File: src/design/usp_pkg.sv
// Package for the serial port data path: register map, fields, frame constants
package usp_pkg;

    // Register byte offsets on the Wishbone slave
    localparam logic [3:0] ADR_DATA      = 4'h0;
    localparam logic [3:0] ADR_STATUS    = 4'h4;
    localparam logic [3:0] ADR_CONTROL   = 4'h8;
    localparam logic [3:0] ADR_FORMAT    = 4'hc;
    localparam logic [3:0] ADR_IRQ       = 4'h0;

    // Status register bit positions
    localparam int ST_RX_COMPLETE = 7;
    localparam int ST_TX_COMPLETE = 6;
    localparam int ST_TX_EMPTY    = 5;
    localparam int ST_FRAME_ERR   = 4;
    localparam int ST_OVERRUN     = 3;
    localparam int ST_PARITY_ERR  = 2;

    // Control register bit positions
    localparam int CT_RX_IRQ_EN   = 7;
    localparam int CT_TXC_IRQ_EN  = 6;
    localparam int CT_TXE_IRQ_EN  = 5;
    localparam int CT_RX_EN       = 4;
    localparam int CT_TX_EN       = 3;
    localparam int CT_SIZE_HIGH   = 2;
    localparam int CT_RX_NINTH    = 1;
    localparam int CT_TX_NINTH    = 0;

    // Format register bit positions
    localparam int FM_SYNC        = 6;
    localparam int FM_PAR_HIGH    = 5;
    localparam int FM_PAR_ODD     = 4;
    localparam int FM_TWO_STOP    = 3;
    localparam int FM_SIZE_LO     = 1;

    // Reset values
    localparam logic [7:0] CONTROL_RST = 8'h00;
    localparam logic [7:0] FORMAT_RST  = 8'h06;

    // Character size code for nine data bits
    localparam logic [2:0] SIZE_NINE   = 3'h7;

    // Receive FIFO depth in characters
    localparam int RX_DEPTH = 2;

    // Bit clock timing: baud tick period
    localparam int BAUD_DIV_RST = 16'h0068;

    // Receive FIFO entry
    typedef struct packed {
        logic       ninth;
        logic       frame_err;
        logic       overrun;
        logic       parity_err;
        logic [7:0] data;
    } usp_rx_entry_type;

    // Transmit pending character
    typedef struct packed {
        logic       ninth;
        logic [7:0] data;
    } usp_tx_char_type;

    typedef enum logic [3:0] {
        TX_IDLE  = 4'b0001,
        TX_START = 4'b0010,
        TX_SHIFT = 4'b0100,
        TX_STOP  = 4'b1000
    } usp_tx_state_type;

    typedef enum logic [3:0] {
        RX_IDLE  = 4'b0001,
        RX_START = 4'b0010,
        RX_SHIFT = 4'b0100,
        RX_STOP  = 4'b1000
    } usp_rx_state_type;

endpackage

File: src/design/usp_sync3.sv
// Three-stage synchroniser with agreement filter for pin inputs
`timescale 1ns/1ns
module usp_sync3
    import usp_pkg::*;
#(
    parameter logic RST_VAL = 1'b1
) (
    // Clock and reset
    input  wire logic clk_i,
    input  wire logic rst_i,
    // Async input and filtered level
    input  wire logic async_i,
    output logic      level_o
);

    logic s1_ff;
    logic s2_ff;
    logic s3_ff;

    always_ff @(posedge clk_i) begin
        if (rst_i) begin
            s1_ff   <= RST_VAL;
            s2_ff   <= RST_VAL;
            s3_ff   <= RST_VAL;
            level_o <= RST_VAL;
        end else begin
            s1_ff <= async_i;
            s2_ff <= s1_ff;
            s3_ff <= s2_ff;
            // A change only counts once the second and third stage agree
            if (s2_ff == s3_ff) begin
                level_o <= s3_ff;
            end
        end
    end

endmodule

File: src/design/usp_top.sv
// Serial port transmit and receive data path with Wishbone register access
// Overview of operation
// - Transmit-empty flag high while buffer empty
// - Data write loads buffer only while transmitter enabled, clears empty flag
// - Empty interrupt requested while flag set
// - Complete flag set when shifter and buffer empty
// - Complete flag cleared by interrupt or write-one
// - Complete interrupt requested when flag set
// - Parity inserted after data when enabled
// - Transmitter disable waits for pending frames
// - Disabled transmitter releases the output pin
// - Receiver enable takes the input pin only
// - Frame begins only on valid start bit
// - Second stop bit is ignored
// - First stop bit moves frame to buffer
// - Unused upper data bits read zero
// - Ninth bit and errors stored per entry
// - Shifter loads when idle or after stop
// - Start, 5-9 data LSB first, parity, stops
// - Receive flag shows unread data, disable flushes
// - Overrun when buffer full, shifter full, start
`timescale 1ns/1ns
module usp_top
    import usp_pkg::*;
(
    // Clock and reset
    input  wire logic        clk_i,
    input  wire logic        rst_i,
    // Wishbone slave
    input  wire logic        cyc_i,
    input  wire logic        stb_i,
    input  wire logic        we_i,
    input  wire logic [3:0]  adr_i,
    input  wire logic [3:0]  sel_i,
    input  wire logic [31:0] dat_i,
    output logic [31:0]      dat_o,
    output logic             ack_o,
    // Interrupt requests and global enable
    input  wire logic        global_irq_en_i,
    input  wire logic        txc_irq_taken_i,
    output logic             txe_irq_o,
    output logic             txc_irq_o,
    output logic             rxc_irq_o,
    // Serial pins
    input  wire logic        serial_in_pin_i,
    output logic             serial_out_pin_o,
    output logic             serial_out_pin_oe_o,
    output logic             serial_in_pin_own_o,
    input  wire logic        sync_clock_pin_i,
    input  wire logic        baud_tick_i
);

    // Registers
    logic [7:0]       port_control_reg_ff;
    logic [7:0]       format_reg_ff;
    usp_tx_char_type  tx_buf_ff;
    logic             tx_buf_full_ff;
    logic             tx_complete_flag_ff;
    logic             tx_active_ff;
    usp_tx_state_type tx_state_ff;
    logic [8:0]       tx_shift_ff;
    logic [3:0]       tx_cnt_ff;
    logic             tx_par_ff;
    logic             tx_line_ff;
    usp_rx_state_type rx_state_ff;
    logic [8:0]       rx_shift_ff;
    logic [3:0]       rx_cnt_ff;
    logic             rx_par_ff;
    logic             rx_hold_ff;
    usp_rx_entry_type rx_hold_entry_ff;
    usp_rx_entry_type rx_fifo_ff [RX_DEPTH];
    logic             rx_rd_ptr_ff;
    logic [1:0]       rx_count_ff;
    logic             ack_ff;

    // Derived control
    logic [2:0] char_size;
    logic [3:0] nbits;
    logic       tx_en;
    logic       rx_en;
    logic       par_on;
    logic       sync_mode;
    logic       rx_level;
    logic       xck_level;
    logic       xck_prev_ff;
    logic       bit_tick;
    logic       bus_req;
    logic       wr_data;
    logic       rd_data;
    logic       wr_status;
    logic       tx_load;
    logic       tx_done;
    logic       rx_push;
    logic       rx_pop;
    usp_rx_entry_type rx_head;

    assign char_size = {port_control_reg_ff[CT_SIZE_HIGH], format_reg_ff[FM_SIZE_LO+:2]};
    // Size codes 0..3 give 5..8 bits, 7 gives nine
    assign nbits     = (char_size == SIZE_NINE) ? 4'h9 : (4'h5 + {2'h0, char_size[1:0]});
    assign tx_en     = port_control_reg_ff[CT_TX_EN];
    assign rx_en     = port_control_reg_ff[CT_RX_EN];
    assign par_on    = format_reg_ff[FM_PAR_HIGH];
    assign sync_mode = format_reg_ff[FM_SYNC];

    usp_sync3 #(.RST_VAL(1'b1)) u_rx_sync (
        .clk_i   (clk_i),
        .rst_i   (rst_i),
        .async_i (serial_in_pin_i),
        .level_o (rx_level)
    );

    usp_sync3 #(.RST_VAL(1'b0)) u_xck_sync (
        .clk_i   (clk_i),
        .rst_i   (rst_i),
        .async_i (sync_clock_pin_i),
        .level_o (xck_level)
    );

    always_ff @(posedge clk_i) begin
        if (rst_i) begin
            xck_prev_ff <= 1'b0;
        end else begin
            xck_prev_ff <= xck_level;
        end
    end

    // In sync mode the external clock edge paces both directions
    assign bit_tick = sync_mode ? (xck_level & ~xck_prev_ff) : baud_tick_i;

    // Bus decode: single cycle answer, ack drops after one cycle
    assign bus_req   = cyc_i & stb_i & ~ack_ff;
    assign wr_data   = bus_req & we_i & sel_i[0] & (adr_i == ADR_DATA);
    assign rd_data   = bus_req & ~we_i & (adr_i == ADR_DATA);
    assign wr_status = bus_req & we_i & sel_i[0] & (adr_i == ADR_STATUS);
    assign ack_o     = ack_ff;

    always_ff @(posedge clk_i) begin
        if (rst_i) begin
            ack_ff <= 1'b0;
            dat_o  <= 32'h0000_0000;
        end else begin
            ack_ff <= bus_req;
            if (bus_req && !we_i) begin
                case (adr_i)
                    ADR_DATA:    dat_o <= {24'h00_0000, rx_head.data};
                    ADR_STATUS:  dat_o <= {24'h00_0000, (rx_count_ff != 2'h0), tx_complete_flag_ff,
                                           ~tx_buf_full_ff, rx_head.frame_err, rx_head.overrun,
                                           rx_head.parity_err, 2'h0};
                    ADR_CONTROL: dat_o <= {24'h00_0000, port_control_reg_ff[7:2], rx_head.ninth,
                                           port_control_reg_ff[CT_TX_NINTH]};
                    ADR_FORMAT:  dat_o <= {24'h00_0000, format_reg_ff};
                    default:     dat_o <= 32'h0000_0000;
                endcase
            end
        end
    end

    // Control and format registers
    always_ff @(posedge clk_i) begin
        if (rst_i) begin
            port_control_reg_ff <= CONTROL_RST;
            format_reg_ff       <= FORMAT_RST;
        end else if (bus_req && we_i && sel_i[0]) begin
            if (adr_i == ADR_CONTROL) begin
                port_control_reg_ff <= dat_i[7:0];
            end
            if (adr_i == ADR_FORMAT) begin
                format_reg_ff <= dat_i[7:0];
            end
        end
    end

    // Transmit buffer; the ninth bit must already sit in the control register
    assign tx_load = tx_buf_full_ff && (tx_state_ff == TX_IDLE);

    always_ff @(posedge clk_i) begin
        if (rst_i) begin
            tx_buf_full_ff <= 1'b0;
            tx_buf_ff      <= '0;
        end else if (wr_data && tx_en) begin
            tx_buf_ff.data  <= dat_i[7:0];
            tx_buf_ff.ninth <= port_control_reg_ff[CT_TX_NINTH];
            tx_buf_full_ff  <= 1'b1;
        end else if (tx_load) begin
            tx_buf_full_ff <= 1'b0;
        end
    end

    assign tx_done = (tx_state_ff == TX_STOP) && bit_tick && (tx_cnt_ff == 4'h0);

    // Transmit complete: set wins over clear
    always_ff @(posedge clk_i) begin
        if (rst_i) begin
            tx_complete_flag_ff <= 1'b0;
        end else if (tx_done && !tx_buf_full_ff) begin
            tx_complete_flag_ff <= 1'b1;
        end else if (txc_irq_taken_i || (wr_status && dat_i[ST_TX_COMPLETE])) begin
            tx_complete_flag_ff <= 1'b0;
        end
    end

    // Transmitter state machine
    always_ff @(posedge clk_i) begin
        if (rst_i) begin
            tx_state_ff <= TX_IDLE;
            tx_shift_ff <= 9'h000;
            tx_cnt_ff   <= 4'h0;
            tx_par_ff   <= 1'b0;
            tx_line_ff  <= 1'b1;
        end else begin
            case (tx_state_ff)
                TX_IDLE: begin
                    tx_line_ff <= 1'b1;
                    if (tx_load) begin
                        tx_shift_ff <= {tx_buf_ff.ninth, tx_buf_ff.data};
                        tx_par_ff   <= format_reg_ff[FM_PAR_ODD];
                        tx_state_ff <= TX_START;
                    end
                end
                TX_START: begin
                    if (bit_tick) begin
                        tx_line_ff  <= 1'b0;
                        tx_cnt_ff   <= nbits;
                        tx_state_ff <= TX_SHIFT;
                    end
                end
                TX_SHIFT: begin
                    if (bit_tick) begin
                        if (tx_cnt_ff != 4'h0) begin
                            tx_line_ff  <= tx_shift_ff[0];
                            tx_par_ff   <= tx_par_ff ^ tx_shift_ff[0];
                            tx_shift_ff <= {1'b0, tx_shift_ff[8:1]};
                            tx_cnt_ff   <= tx_cnt_ff - 4'h1;
                        end else if (par_on && !tx_shift_ff[8]) begin
                            tx_line_ff  <= tx_par_ff;
                            tx_shift_ff <= 9'h100;
                        end else begin
                            tx_line_ff  <= 1'b1;
                            tx_cnt_ff   <= format_reg_ff[FM_TWO_STOP] ? 4'h1 : 4'h0;
                            tx_state_ff <= TX_STOP;
                        end
                    end
                end
                TX_STOP: begin
                    if (bit_tick) begin
                        if (tx_cnt_ff != 4'h0) begin
                            tx_cnt_ff <= tx_cnt_ff - 4'h1;
                        end else begin
                            tx_state_ff <= TX_IDLE;
                        end
                    end
                end
                default: tx_state_ff <= TX_IDLE;
            endcase
        end
    end

    // Pin ownership stays until shifter and buffer are drained
    always_ff @(posedge clk_i) begin
        if (rst_i) begin
            tx_active_ff <= 1'b0;
        end else if (tx_en) begin
            tx_active_ff <= 1'b1;
        end else if (!tx_buf_full_ff && tx_state_ff == TX_IDLE) begin
            tx_active_ff <= 1'b0;
        end
    end

    assign serial_out_pin_o    = tx_line_ff;
    assign serial_out_pin_oe_o = tx_active_ff;
    assign serial_in_pin_own_o = rx_en;

    // Receiver: bits sampled on each tick after a valid start
    logic rx_frame_end;
    logic rx_stop_ok;
    assign rx_frame_end = (rx_state_ff == RX_STOP) && bit_tick;
    assign rx_stop_ok   = rx_level;

    always_ff @(posedge clk_i) begin
        if (rst_i || !rx_en) begin
            rx_state_ff <= RX_IDLE;
            rx_shift_ff <= 9'h000;
            rx_cnt_ff   <= 4'h0;
            rx_par_ff   <= 1'b0;
        end else begin
            case (rx_state_ff)
                RX_IDLE: begin
                    if (!rx_level) begin
                        rx_state_ff <= RX_START;
                    end
                end
                RX_START: begin
                    if (bit_tick) begin
                        if (!rx_level) begin
                            rx_state_ff <= RX_SHIFT;
                            rx_cnt_ff   <= nbits;
                            rx_shift_ff <= 9'h000;
                            rx_par_ff   <= format_reg_ff[FM_PAR_ODD];
                        end else begin
                            rx_state_ff <= RX_IDLE;
                        end
                    end
                end
                RX_SHIFT: begin
                    if (bit_tick) begin
                        if (rx_cnt_ff != 4'h0) begin
                            rx_shift_ff <= {rx_level, rx_shift_ff[8:1]};
                            rx_par_ff   <= rx_par_ff ^ rx_level;
                            rx_cnt_ff   <= rx_cnt_ff - 4'h1;
                            if (rx_cnt_ff == 4'h1 && !par_on) begin
                                rx_state_ff <= RX_STOP;
                            end
                        end else begin
                            rx_par_ff   <= rx_par_ff ^ rx_level;
                            rx_state_ff <= RX_STOP;
                        end
                    end
                end
                RX_STOP: begin
                    // Only the first stop bit is examined
                    if (bit_tick) begin
                        rx_state_ff <= RX_IDLE;
                    end
                end
                default: rx_state_ff <= RX_IDLE;
            endcase
        end
    end

    // Align received bits to bit zero and mask unused upper bits
    logic [8:0] rx_aligned;
    assign rx_aligned = rx_shift_ff >> (4'h9 - nbits);

    // Completed frame waits in the shift holding slot until the FIFO has room
    assign rx_pop  = rd_data && (rx_count_ff != 2'h0);
    assign rx_push = rx_hold_ff && (rx_count_ff != 2'(RX_DEPTH) || rx_pop);

    always_ff @(posedge clk_i) begin
        if (rst_i || !rx_en) begin
            rx_hold_ff       <= 1'b0;
            rx_hold_entry_ff <= '0;
        end else if (rx_frame_end) begin
            rx_hold_ff                  <= 1'b1;
            rx_hold_entry_ff.data       <= rx_aligned[7:0];
            rx_hold_entry_ff.ninth      <= (nbits == 4'h9) & rx_aligned[8];
            rx_hold_entry_ff.frame_err  <= ~rx_stop_ok;
            rx_hold_entry_ff.parity_err <= par_on & rx_par_ff;
            rx_hold_entry_ff.overrun    <= rx_hold_ff && !rx_push;
        end else begin
            if (rx_push) begin
                rx_hold_ff <= 1'b0;
            end
            if (rx_state_ff == RX_START && bit_tick && !rx_level && rx_hold_ff && !rx_push) begin
                rx_hold_entry_ff.overrun <= 1'b1;
            end
        end
    end

    // Two-entry receive FIFO; reads advance it
    logic rx_wr_ptr;
    assign rx_wr_ptr = rx_rd_ptr_ff ^ rx_count_ff[0];
    assign rx_head   = (rx_count_ff != 2'h0) ? rx_fifo_ff[rx_rd_ptr_ff] : '0;

    always_ff @(posedge clk_i) begin
        if (rst_i || !rx_en) begin
            rx_rd_ptr_ff <= 1'b0;
            rx_count_ff  <= 2'h0;
        end else begin
            if (rx_pop) begin
                rx_rd_ptr_ff <= ~rx_rd_ptr_ff;
            end
            rx_count_ff <= rx_count_ff + {1'b0, rx_push} - {1'b0, rx_pop};
        end
    end

    always_ff @(posedge clk_i) begin
        if (rx_push) begin
            rx_fifo_ff[rx_wr_ptr] <= rx_hold_entry_ff;
        end
    end

    // Interrupt requests
    assign txe_irq_o = global_irq_en_i & port_control_reg_ff[CT_TXE_IRQ_EN] & ~tx_buf_full_ff;
    assign txc_irq_o = global_irq_en_i & port_control_reg_ff[CT_TXC_IRQ_EN] & tx_complete_flag_ff;
    assign rxc_irq_o = global_irq_en_i & port_control_reg_ff[CT_RX_IRQ_EN] & (rx_count_ff != 2'h0);

    // Checks
    property p_txe_after_write;
        @(posedge clk_i) disable iff (rst_i) (wr_data && tx_en) |=> (tx_buf_full_ff && !txe_irq_o);
    endproperty
    a_txe_after_write: assert property (p_txe_after_write) else $error("empty irq after write");

    property p_empty_reset;
        @(posedge clk_i) $fell(rst_i) |-> (!tx_buf_full_ff && !tx_complete_flag_ff);
    endproperty
    a_empty_reset: assert property (p_empty_reset) else $error("bad tx reset state");

    property p_txc_set;
        @(posedge clk_i) disable iff (rst_i) (tx_done && !tx_buf_full_ff) |=> tx_complete_flag_ff;
    endproperty
    a_txc_set: assert property (p_txc_set) else $error("complete not set");

    property p_txc_clear;
        @(posedge clk_i) disable iff (rst_i)
            (txc_irq_taken_i && !(tx_done && !tx_buf_full_ff)) |=> !tx_complete_flag_ff;
    endproperty
    a_txc_clear: assert property (p_txc_clear) else $error("complete not cleared");

    property p_pin_held;
        @(posedge clk_i) disable iff (rst_i) (tx_state_ff != TX_IDLE) |-> serial_out_pin_oe_o;
    endproperty
    a_pin_held: assert property (p_pin_held) else $error("pin released mid frame");

    property p_start_low;
        @(posedge clk_i) disable iff (rst_i)
            (tx_state_ff == TX_START && bit_tick) |=> (!serial_out_pin_o && tx_state_ff == TX_SHIFT);
    endproperty
    a_start_low: assert property (p_start_low) else $error("start bit not low");

    property p_flush;
        @(posedge clk_i) disable iff (rst_i) !rx_en |=> (rx_count_ff == 2'h0);
    endproperty
    a_flush: assert property (p_flush) else $error("fifo not flushed");

    property p_frame_to_hold;
        @(posedge clk_i) disable iff (rst_i) (rx_frame_end && rx_en) |=> rx_hold_ff;
    endproperty
    a_frame_to_hold: assert property (p_frame_to_hold) else $error("frame not captured");

endmodule

File: config.mk
export PLATFORM = sky130hd
export DESIGN_NAME = usp_top
export DESIGN_NICKNAME = d
export VERILOG_FILES = /design/src/design/usp_pkg.sv /design/src/design/usp_sync3.sv /design/src/design/usp_top.sv
export SDC_FILE = /design/constraint.sdc
export NUM_CORES = 1
export LEC_CHECK = 0
export BUFFER_PORTS_ARGS = -buffer_cell sky130_fd_sc_hd__clkbuf_2
export CORE_MARGIN = 5
export CORE_UTILIZATION = 55
export DETAILED_ROUTE_END_ITERATION = 12
export PLACE_DENSITY = 0.76
export SLEW_MARGIN = 15
export SYNTH_ARGS = -nofsm -noshare
export SYNTH_HDL_FRONTEND = slang
export SYNTH_SLANG_ARGS = --single-unit
File: constraint.sdc
create_clock -name clk_i -period 4 [get_ports clk_i]
set_clock_uncertainty 0.05 [all_clocks]
set_input_delay 0.6 -clock clk_i [delete_from_list [all_inputs] [get_ports clk_i]]
set_output_delay 0.6 -clock clk_i [all_outputs]
set_load 0.005 [all_outputs]
Word-level counts from Yosys, hierarchy flattened. Memories as Yosys holds them, arrays and structs flattened. A register that Yosys moved wholly into a read port is not among the register bits. Cells that the tools add are included.

Bits of input ports: 50. Logic and storage cells: 228. Memories kept: 1. ROM bits: 0. Bits in writable memories: 24. Bits in registers: 123. Bits in latches: 0. Output and inout bits: 39.

Reduce and logical (&&, ||, !) cells: 54. Equality and inequality tests: 35. Shifts and indexed selects: 1. Multipliers: 0. Div/mod/pow operators: 0. Magnitude comparators: 0. Mux-type cells: 70. $add $sub $neg: 6. Bitwise operators: 26.

Memories: rx_fifo_ff (depth 2, width 12, rd ports 1, clocked after memory_dff 1, write ports 1, line usp_top.sv:71) `usp_rx_entry_type rx_fifo_ff [RX_DEPTH];`.

Operators with widths (count): $mux 4 (24); $mux 9 (8); $pmux 9 s2 (2); $pmux 4 s4 (2); $pmux 8 s4 (1); $ne 2x2->1 const B (15); $mux 1 (26); $eq 4x4->1 const B (5); $logic_and 1x1->1 (20); $and 1x1->1 (17); $reduce_bool 2->1 (8); $eq 4x1->1 const B (3); $eq 4x3->1 const B (3); $mux 12 (1); $pmux 4 s3 (1); $reduce_and 4->1 (3); $reduce_and 5->1 (2); $ne 3x3->1 const B (3); $shr 9x4->9 (1); $eq 4x2->1 const B (2); $logic_not 4->1 (2); $pmux 4 s2 (1); $reduce_bool 4->1 (2); $sub 4x1->4 const B (2); other kinds (19) (38).

Longest topological paths before layout. Gate-level depths: netlist (run 1).

Depth in word-level cells: 11. Mapped depth: 11.

Modules after synthesis. A second synthesis (run 1) with hierarchy kept.

Cell total of the unflattened synthesis: 619. Area, all modules: 5874.4 um2.

Modules (own cells, without submodules): usp_top (area each 5646.7 um2, instances 1, seq. area each 2542.4 um2, cells an instance 599); usp_sync3 at u_rx_sync (area each 115.1 um2, instances 1, seq. area each 80.1 um2, cells an instance 10); usp_sync3 at u_xck_sync (area each 112.6 um2, instances 1, seq. area each 80.1 um2, cells an instance 10).

Least setup slack after synthesis (run 1). OpenSTA, ideal clock, no wires.

Kind: in2reg. Start point: input adr_i[3]. End point: memory rx_fifo_ff[1][0] (netlist name) (enable). Data required time: 3568 ps. Setup time: 382 ps. Data arrival time: 2030 ps. Stages: 6. Slack: 1538 ps. Cell sequence: clkbuf_1 -> nor2_1 -> nand4_1 -> a21oi_1 -> mux2i_1 -> nor2b_1.

Word-level cells in the longest chain between the ends: 7.

Ends and longest elaborated chain: start, declared (line usp_top.sv:33) `input wire logic [3:0] adr_i,`; $logic_not 4->1 (line usp_top.sv:133) `assign rd_data = bus_req & ~we_i & (adr_i == ADR_DATA);`; $and 1x1->1 (line usp_top.sv:133); $logic_and 1x1->1 (line usp_top.sv:335) `assign rx_pop = rd_data && (rx_count_ff != 2'h0);`; $logic_or 1x1->1 (line usp_top.sv:336) `assign rx_push = rx_hold_ff && (rx_count_ff != 2'(RX_DEPTH) || rx_pop);`; $logic_and 1x1->1 (line usp_top.sv:336); $mux 1 (line usp_top.sv:377) `if (rx_push) begin`; $mux 1 (not written as such) (line usp_top.sv:378) `rx_fifo_ff[rx_wr_ptr] <= rx_hold_entry_ff;`; end, declared (line usp_top.sv:71).

Every way passes these cells.

Worst setup path in the final report (run 1).
Start point: register format_reg_ff[1]. End point: register rx_hold_entry_ff[0] (netlist name).

Word-level cells in the longest chain between the ends: 4. Elaborated cells on any way between the ends: 5. Those cells by class: add/sub: 2; eq/ne: 1; shift: 1; mux: 1.

Ends and longest elaborated chain: start, declared (line usp_top.sv:55) `logic [7:0] format_reg_ff;`; start signal, assigned (line usp_top.sv:168) `format_reg_ff <= dat_i[7:0];`; $add 3x2->4 or $eq 3x3->1 (tied branches) (line usp_top.sv:99) `assign nbits = (char_size == SIZE_NINE) ? 4'h9 : (4'h5 + {2'h0, char_size[1:0]});`; $mux 4 (*) (line usp_top.sv:99); $sub 4x4->4 (*) (line usp_top.sv:332) `assign rx_aligned = rx_shift_ff >> (4'h9 - nbits);`; $shr 9x4->9 (*) (line usp_top.sv:332); end, declared (line usp_top.sv:70) `usp_rx_entry_type rx_hold_entry_ff;`.

Mark *: on every way between the ends. The rest lies on a longest branch, timed or not. A chain may end at the register's enable or synchronous reset.

==> impl_metrics.tcl, run 1 <==
set metrics [dict create \
    fin_setup_tns_ps 0 \
    grt_use_total_pct 21.1 \
    antenna_cells 0 \
    rrSetupSlack_ps 1600 \
    start_util_pct 55.5 \
    postPlaceCellArea_sq_um 6080 \
    nFillCells 852 \
    synth-edff-count 24 \
    post_cts_buffers 0 \
    p_per_area_nw_per_um2 421 \
    pre_cts_ws_ps 1380 \
    endpoint_kind "register" \
    p_comb_share_pct 2.4 \
    yosys.area.top_type "dfxtp_1" \
    postSynth.asyncResetShare_pct 0 \
    irDropWorstVdd_mv 0.333 \
    cp.depth 7 \
    dp.cells 777 \
    swShare_pct 22.0 \
    clk_pin_slew_ps 60 \
    worst_pin_slew_ps 964 \
    clock_path_buffers 2 \
    endpoint "rx_hold_entry_ff[0]" \
    gr-total-overflow 0 \
    numCtsBuffers 17 \
    power_switching_uw 617 \
    period_share_pct 60.0 \
    mappedNetlistArea_sq_um 5940 \
    die_area_sq_um 13000 \
    dr.pass1.iters 5 \
    p_leak_uw 0.00261 \
    syn2layout_area_growth_pct 12.3 \
    synth_cell_type_count 71 \
    ioPinCount 89 \
    dpl.hpwl_um 9150 \
    drt_wl_total_um 13200 \
    synth_top_area_share_pct 33.4 \
    cp.required_ps 4350 \
    dr.first_iter.drc_count 374 \
    max_stage_delay_ps 530 \
    num_vias 4670 \
    synth_common_cells "dfxtp_1, nor2_1, mux2i_1" \
    die_w_um 114 \
    outcome "finished clean" \
    timing.rr.start "format_reg_ff[1]" \
    crit_start "format_reg_ff[1]" \
    insertion_delay_ps 530 \
    setup_viol_count_final 0 \
    synth_most_common_cell "dfxtp_1" \
    synthCells 631 \
    design.core.area_sq_um 10700 \
    hold_viol_final 0 \
    cts_resized 0 \
    drive_gt1_share_pct 15.4 \
    place_congestion 0.859 \
    final_core_util_pct 62.3 \
    ys_seq_elements 123 \
    critPathKind "register to register" \
    seq_area_frac_synth_pct 45.5 \
    fin_cells 809 \
    clkPwrFrac_pct 52.4 \
    cp_max_fo 13 \
    finalNetCount 715 \
    max_freq_mhz 417 \
    seqPwrFrac_pct 45.1 \
    min_period_ps 2400 \
    internal_power_uw 2190 \
    arrival_ps 2750 \
    wire_per_inst_um 16.3 \
    cts_hold_buffers 0 \
    synth_ff_type "dfxtp_1" \
    htreeDepth 4 \
    via_per_inst 5.77 \
    cts-root-buf "clkbuf_8" \
    max-cap-violations 0 \
    yosysWarnings 0 \
    grt_pass1_vias 4471 \
    path_delay_family "multiplexers" \
    timing.rr.end "rx_hold_entry_ff[0]" \
    die_h_um 114 \
    synthTopCellsByArea "dfxtp_1, edfxtp_1, mux2i_1, nor2_1, nand2_1" \
    hold_class "input port to register" \
    worstRegToRegCells 7 \
    grt_max_degree 61 \
    slew_viol_final 0 \
    cp-start-kind "register" \
    worst-path-buf-inv 1 \
    grt_antenna_before_repair 0 \
    io_buffers 37 \
    synth.avg_cell_area_sq_um 9.41 \
    max_slew_margin_pct 35.6 \
    fin_area_sq_um 6670 \
    layout_setup_ws_ps 1600 \
    num_rows 38 \
    drtAntennaViolNets 0 \
    cpMaxStageDelayCell "mux4_2" \
    cp_cell_sequence "ha_1 > a21boi_2 > buf_4 > mux4_2 > mux2_2 > o211ai_1 > a21oi_1" \
    cts_tree "done" \
    rsz0062_at_grt "no" \
    drc_errors 0 \
    grt_pass1_wl_um 21900 \
    clock-sinks 123 \
]
[layout make-up]
| type | instances | area, sq um | share of cell area (%) |
|---|---|---|---|
| clock buffers | 18 | 428 | 6.42 |
| clock inverters | 14 | 146 | 2.20 |
| inverters | 18 | 67.6 | 1.01 |
| multi-input cells | 452 | 2910 | 43.6 |
| flip-flops and latches | 123 | 2700 | 40.5 |
| well taps | 140 | 175 | 2.63 |
| repair buffers | 44 | 238 | 3.57 |
[layout by cell type, fill, tap and decap left out, drive strengths merged, types with 17 or more instances in the layout]
cell / count
conb: 24
nand3: 26
edfxtp: 24
o21ai: 25
clkbuf: 55
nor2: 68
mux2i: 55
inv: 19
nor2b: 17
nand2: 52
a21oi: 38
dfxtp: 99
[routing by layer]
metal / GRT usage (%) / wire length (um) / up-vias / part of all wire, %
met2: 34.7 / 6380 / 159 / 48
met1: 26.9 / 5590 / 2213 / 43
met4: 8.39 / 319 / 0 / 2.4
li1: - / - / 2268 / -
met5: 0 / 0 / - / 0
met3: 4.88 / 863 / 30 / 6.6
[logic make-up (layout without fill, tap and decap cells)]
logic type               Yosys count  count (layout)  share of synthesized area [%]
AND/OR/NAND/NOR                  223             223                           18.6
flip-flops                       123             123                           45.5
XOR/XNOR                           7               7                           1.03
adder cells (fa/ha/maj)            9               9                           1.90
AO/OA/AOI/OAI                    126             126                           14.2
other                              1              24                         0.0632
multiplexers                      63              63                           11.5
buffers and inverters             79              94                           7.18
[how the worst min path moves through the flow]
stage                            to  slack [ps]  cells past startpoint       startpoint
global placement    u_rx_sync.s2_ff         340                      1  u_rx_sync.s1_ff
finish              u_rx_sync.s1_ff         210                      2  serial_in_pin_i
floorplan           u_rx_sync.s2_ff         340                      1  u_rx_sync.s1_ff
detailed placement  u_rx_sync.s2_ff         350                      1  u_rx_sync.s1_ff
global route        u_rx_sync.s1_ff         190                      2  serial_in_pin_i
CTS                 u_rx_sync.s1_ff         190                      2  serial_in_pin_i
[state kept, by name, summed over array words and instances (netlist names), 7 cells and up, named ones only]
register,count
dat_o,8
format_reg_ff,8
port_control_reg_ff,7
rx_fifo_ff,24
rx_hold_entry_ff,12
rx_shift_ff,9
tx_buf_ff,9
tx_shift_ff,9
[metrics by stage]
step                      total power, uW  hold WS, ps
after floorplan                      1350          339
after global placement               1360          343
after detailed placement             1360          349
after CTS                            2820          192
after global routing                 2890          194
final                                2810          205
[power by group through the flow]
| stage | clock (uW) | sequential [uW] | combinational [uW] |
|---|---|---|---|
| after floorplan | 0 | 1290 | 57.6 |
| after global placement | 0 | 1290 | 65.5 |
| after detailed placement | 0 | 1290 | 67.1 |
| after CTS | 1480 | 1270 | 67.5 |
| after global routing | 1540 | 1270 | 76.3 |
| final | 1470 | 1270 | 68.2 |
Power figures use the tool's default switching activity.
==> inputs of run 2 (changes only) <==
==> constraint.sdc (replaced) <==
create_clock -name clk_i -period 2.4 [get_ports clk_i]
set_clock_uncertainty 0.05 [all_clocks]
set_input_delay 0.36 -clock clk_i [delete_from_list [all_inputs] [get_ports clk_i]]
set_output_delay 0.36 -clock clk_i [all_outputs]
set_load 0.005 [all_outputs]
==> impl_metrics.tcl, run 2 (synthesized netlist as in run 1, its figures left out) <==
set metrics [dict create \
    rsz0062_at_grt "no" \
    mostFrequentLayoutCells "dfxtp_1, nor2_1, mux2i_1, nand2_1" \
    drt_wl_total_um 13500 \
    p_per_area_nw_per_um2 666 \
    hold_viol_final 0 \
    grt_max_degree 53 \
    num_vias 4755 \
    nFillCells 846 \
    htreeDepth 4 \
    path_delay_family "compound AO/OA/AOI/OAI gates" \
    fin_area_sq_um 6780 \
    worst-path-buf-inv 1 \
    num_rows 38 \
    cp_cell_sequence "inv_1 > ha_1 > or3b_2 > a21boi_0 > o32ai_1 > a32o_1" \
    max-cap-violations 0 \
    grt_use_total_pct 21.0 \
    grt_pass1_vias 4475 \
    hold_class "input port to register" \
    design.core.area_sq_um 10700 \
    dpl.hpwl_um 9350 \
    place_congestion 0.845 \
    io_buffers 37 \
    dr.pass1.iters 5 \
    worst_pin_slew_ps 696 \
    cts_tree "done" \
    fin_setup_tns_ps 0 \
    insertion_delay_ps 520 \
    p_leak_uw 0.00270 \
    via_per_inst 5.75 \
    drc_errors 0 \
    clk_pin_slew_ps 50 \
    min_period_ps 2290 \
    antenna_cells 0 \
    period_share_pct 95.3 \
    outcome "finished clean" \
    max_stage_delay_ps 600 \
    cts-root-buf "clkbuf_8" \
    max_freq_mhz 437 \
    ioPinCount 89 \
    clock-sinks 123 \
    grt_antenna_before_repair 0 \
    clock_path_buffers 2 \
    irDropWorstVdd_mv 0.371 \
    largest_register_ffs 24 \
    slew_viol_final 0 \
    setup_viol_count_final 0 \
    max_slew_margin_pct 53.2 \
    endpoint_kind "register" \
    final_common_cell "dfxtp_1" \
    largest_register "rx_fifo_ff" \
    critPathKind "register to register" \
    syn2layout_area_growth_pct 14.1 \
    die_h_um 114 \
    numCtsBuffers 17 \
    arrival_ps 2650 \
    finalNetCount 733 \
    cp-start-kind "register" \
    postPlaceCellArea_sq_um 6190 \
    die_area_sq_um 13000 \
    cp_max_fo 6 \
    grt_pass1_wl_um 21900 \
    drive_gt1_share_pct 17.3 \
    wire_per_inst_um 16.3 \
    dr.first_iter.drc_count 483 \
    drtAntennaViolNets 0 \
    cpMaxStageDelayCell "a21boi_0" \
    top_regs "rx_fifo_ff x24, rx_hold_entry_ff x12" \
    die_w_um 114 \
    cp.required_ps 2760 \
    start_util_pct 55.5 \
    power_uw 4520 \
    gr-total-overflow 0 \
]
-- run 2: cell count changes in the layout (fill, tap and decap cells not counted), sizes merged --
| cell | before | now |
|---|---|---|
| clkbuf | 55 | 59 |
| bufinv | 2 | 0 |
| dlygate4sd3 | 0 | 2 |
| clkinvlp | 3 | 1 |
| buf | 7 | 23 |
-- run 2: per-layer routing --
metal | track usage (%) | part of all wire (%)
met5 | 0 | 0
met4 | 7.13 | 1.6
met3 | 5.20 | 5.8
met2 | 35.7 | 49
met1 | 26.1 | 43
-- run 2: tightest hold or removal path, delay by kind of cell --
kind / cells / cell delay, ps
AO/OA/AOI/OAI: 1 / 50
AND/OR/NAND/NOR: 1 / 60
buffers and inverters: 1 / 100
-- run 2: path summary, 6_finish.rpt --
path / slack, ps / end / startpoint / cells after the start
hold / removal: 60 / port_control_reg_ff[5] / dat_i[5] / 3
hold reg to reg: 360 / u_rx_sync.s2_ff / u_rx_sync.s1_ff / 1
setup reg to reg: 110 / tx_cnt_ff[2] / tx_cnt_ff[0] / 6
setup / recovery: 110 / tx_cnt_ff[2] / tx_cnt_ff[0] / 6
-- run 2: layout make-up --
cell class / instances / area [sq um] / area share [%]
repair buffers: 62 / 378 / 5.58
clock inverters: 10 / 66.3 / 0.978
flip-flops and latches: 123 / 2700 / 39.9
multi-input cells: 452 / 2910 / 43.0
inverters: 18 / 67.6 / 0.997
clock buffers: 22 / 474 / 7.00
well taps: 140 / 175 / 2.58
-- run 2: through the flow --
step / hold WS [ps] / util (%) / setup WS, ps / instances
after global placement: 344 / 57.9 / 236 / 791
final: 59.4 / 63.4 / 112 / 827
after global routing: 58.3 / 63.4 / 0.342 / 827
after floorplan: 339 / - / 178 / 654
after detailed placement: 344 / 57.9 / 79.8 / 791
after CTS: 51.5 / 63.1 / 67.1 / 825
-- run 2: power by group --
| group | total [uW] | internal (uW) | switching, uW | leakage, uW |
|---|---|---|---|---|
| sequential | 2110 | 2110 | 4.76 | 0.00108 |
| combinational | 125 | 46.0 | 79.1 | 0.00135 |
| clock | 2280 | 1380 | 898 | 0.000270 |
| total | 4520 | 3530 | 982 | 0.00270 |
-- run 2: what timing repair did --
item | CTS | global route
endpoints found under the hold margin | 2 | 0
endpoints found under the setup margin | 0 | 5
hold buffers | 2 | 0
buffers inserted | 0 | 2
gates resized for setup | 0 | 2
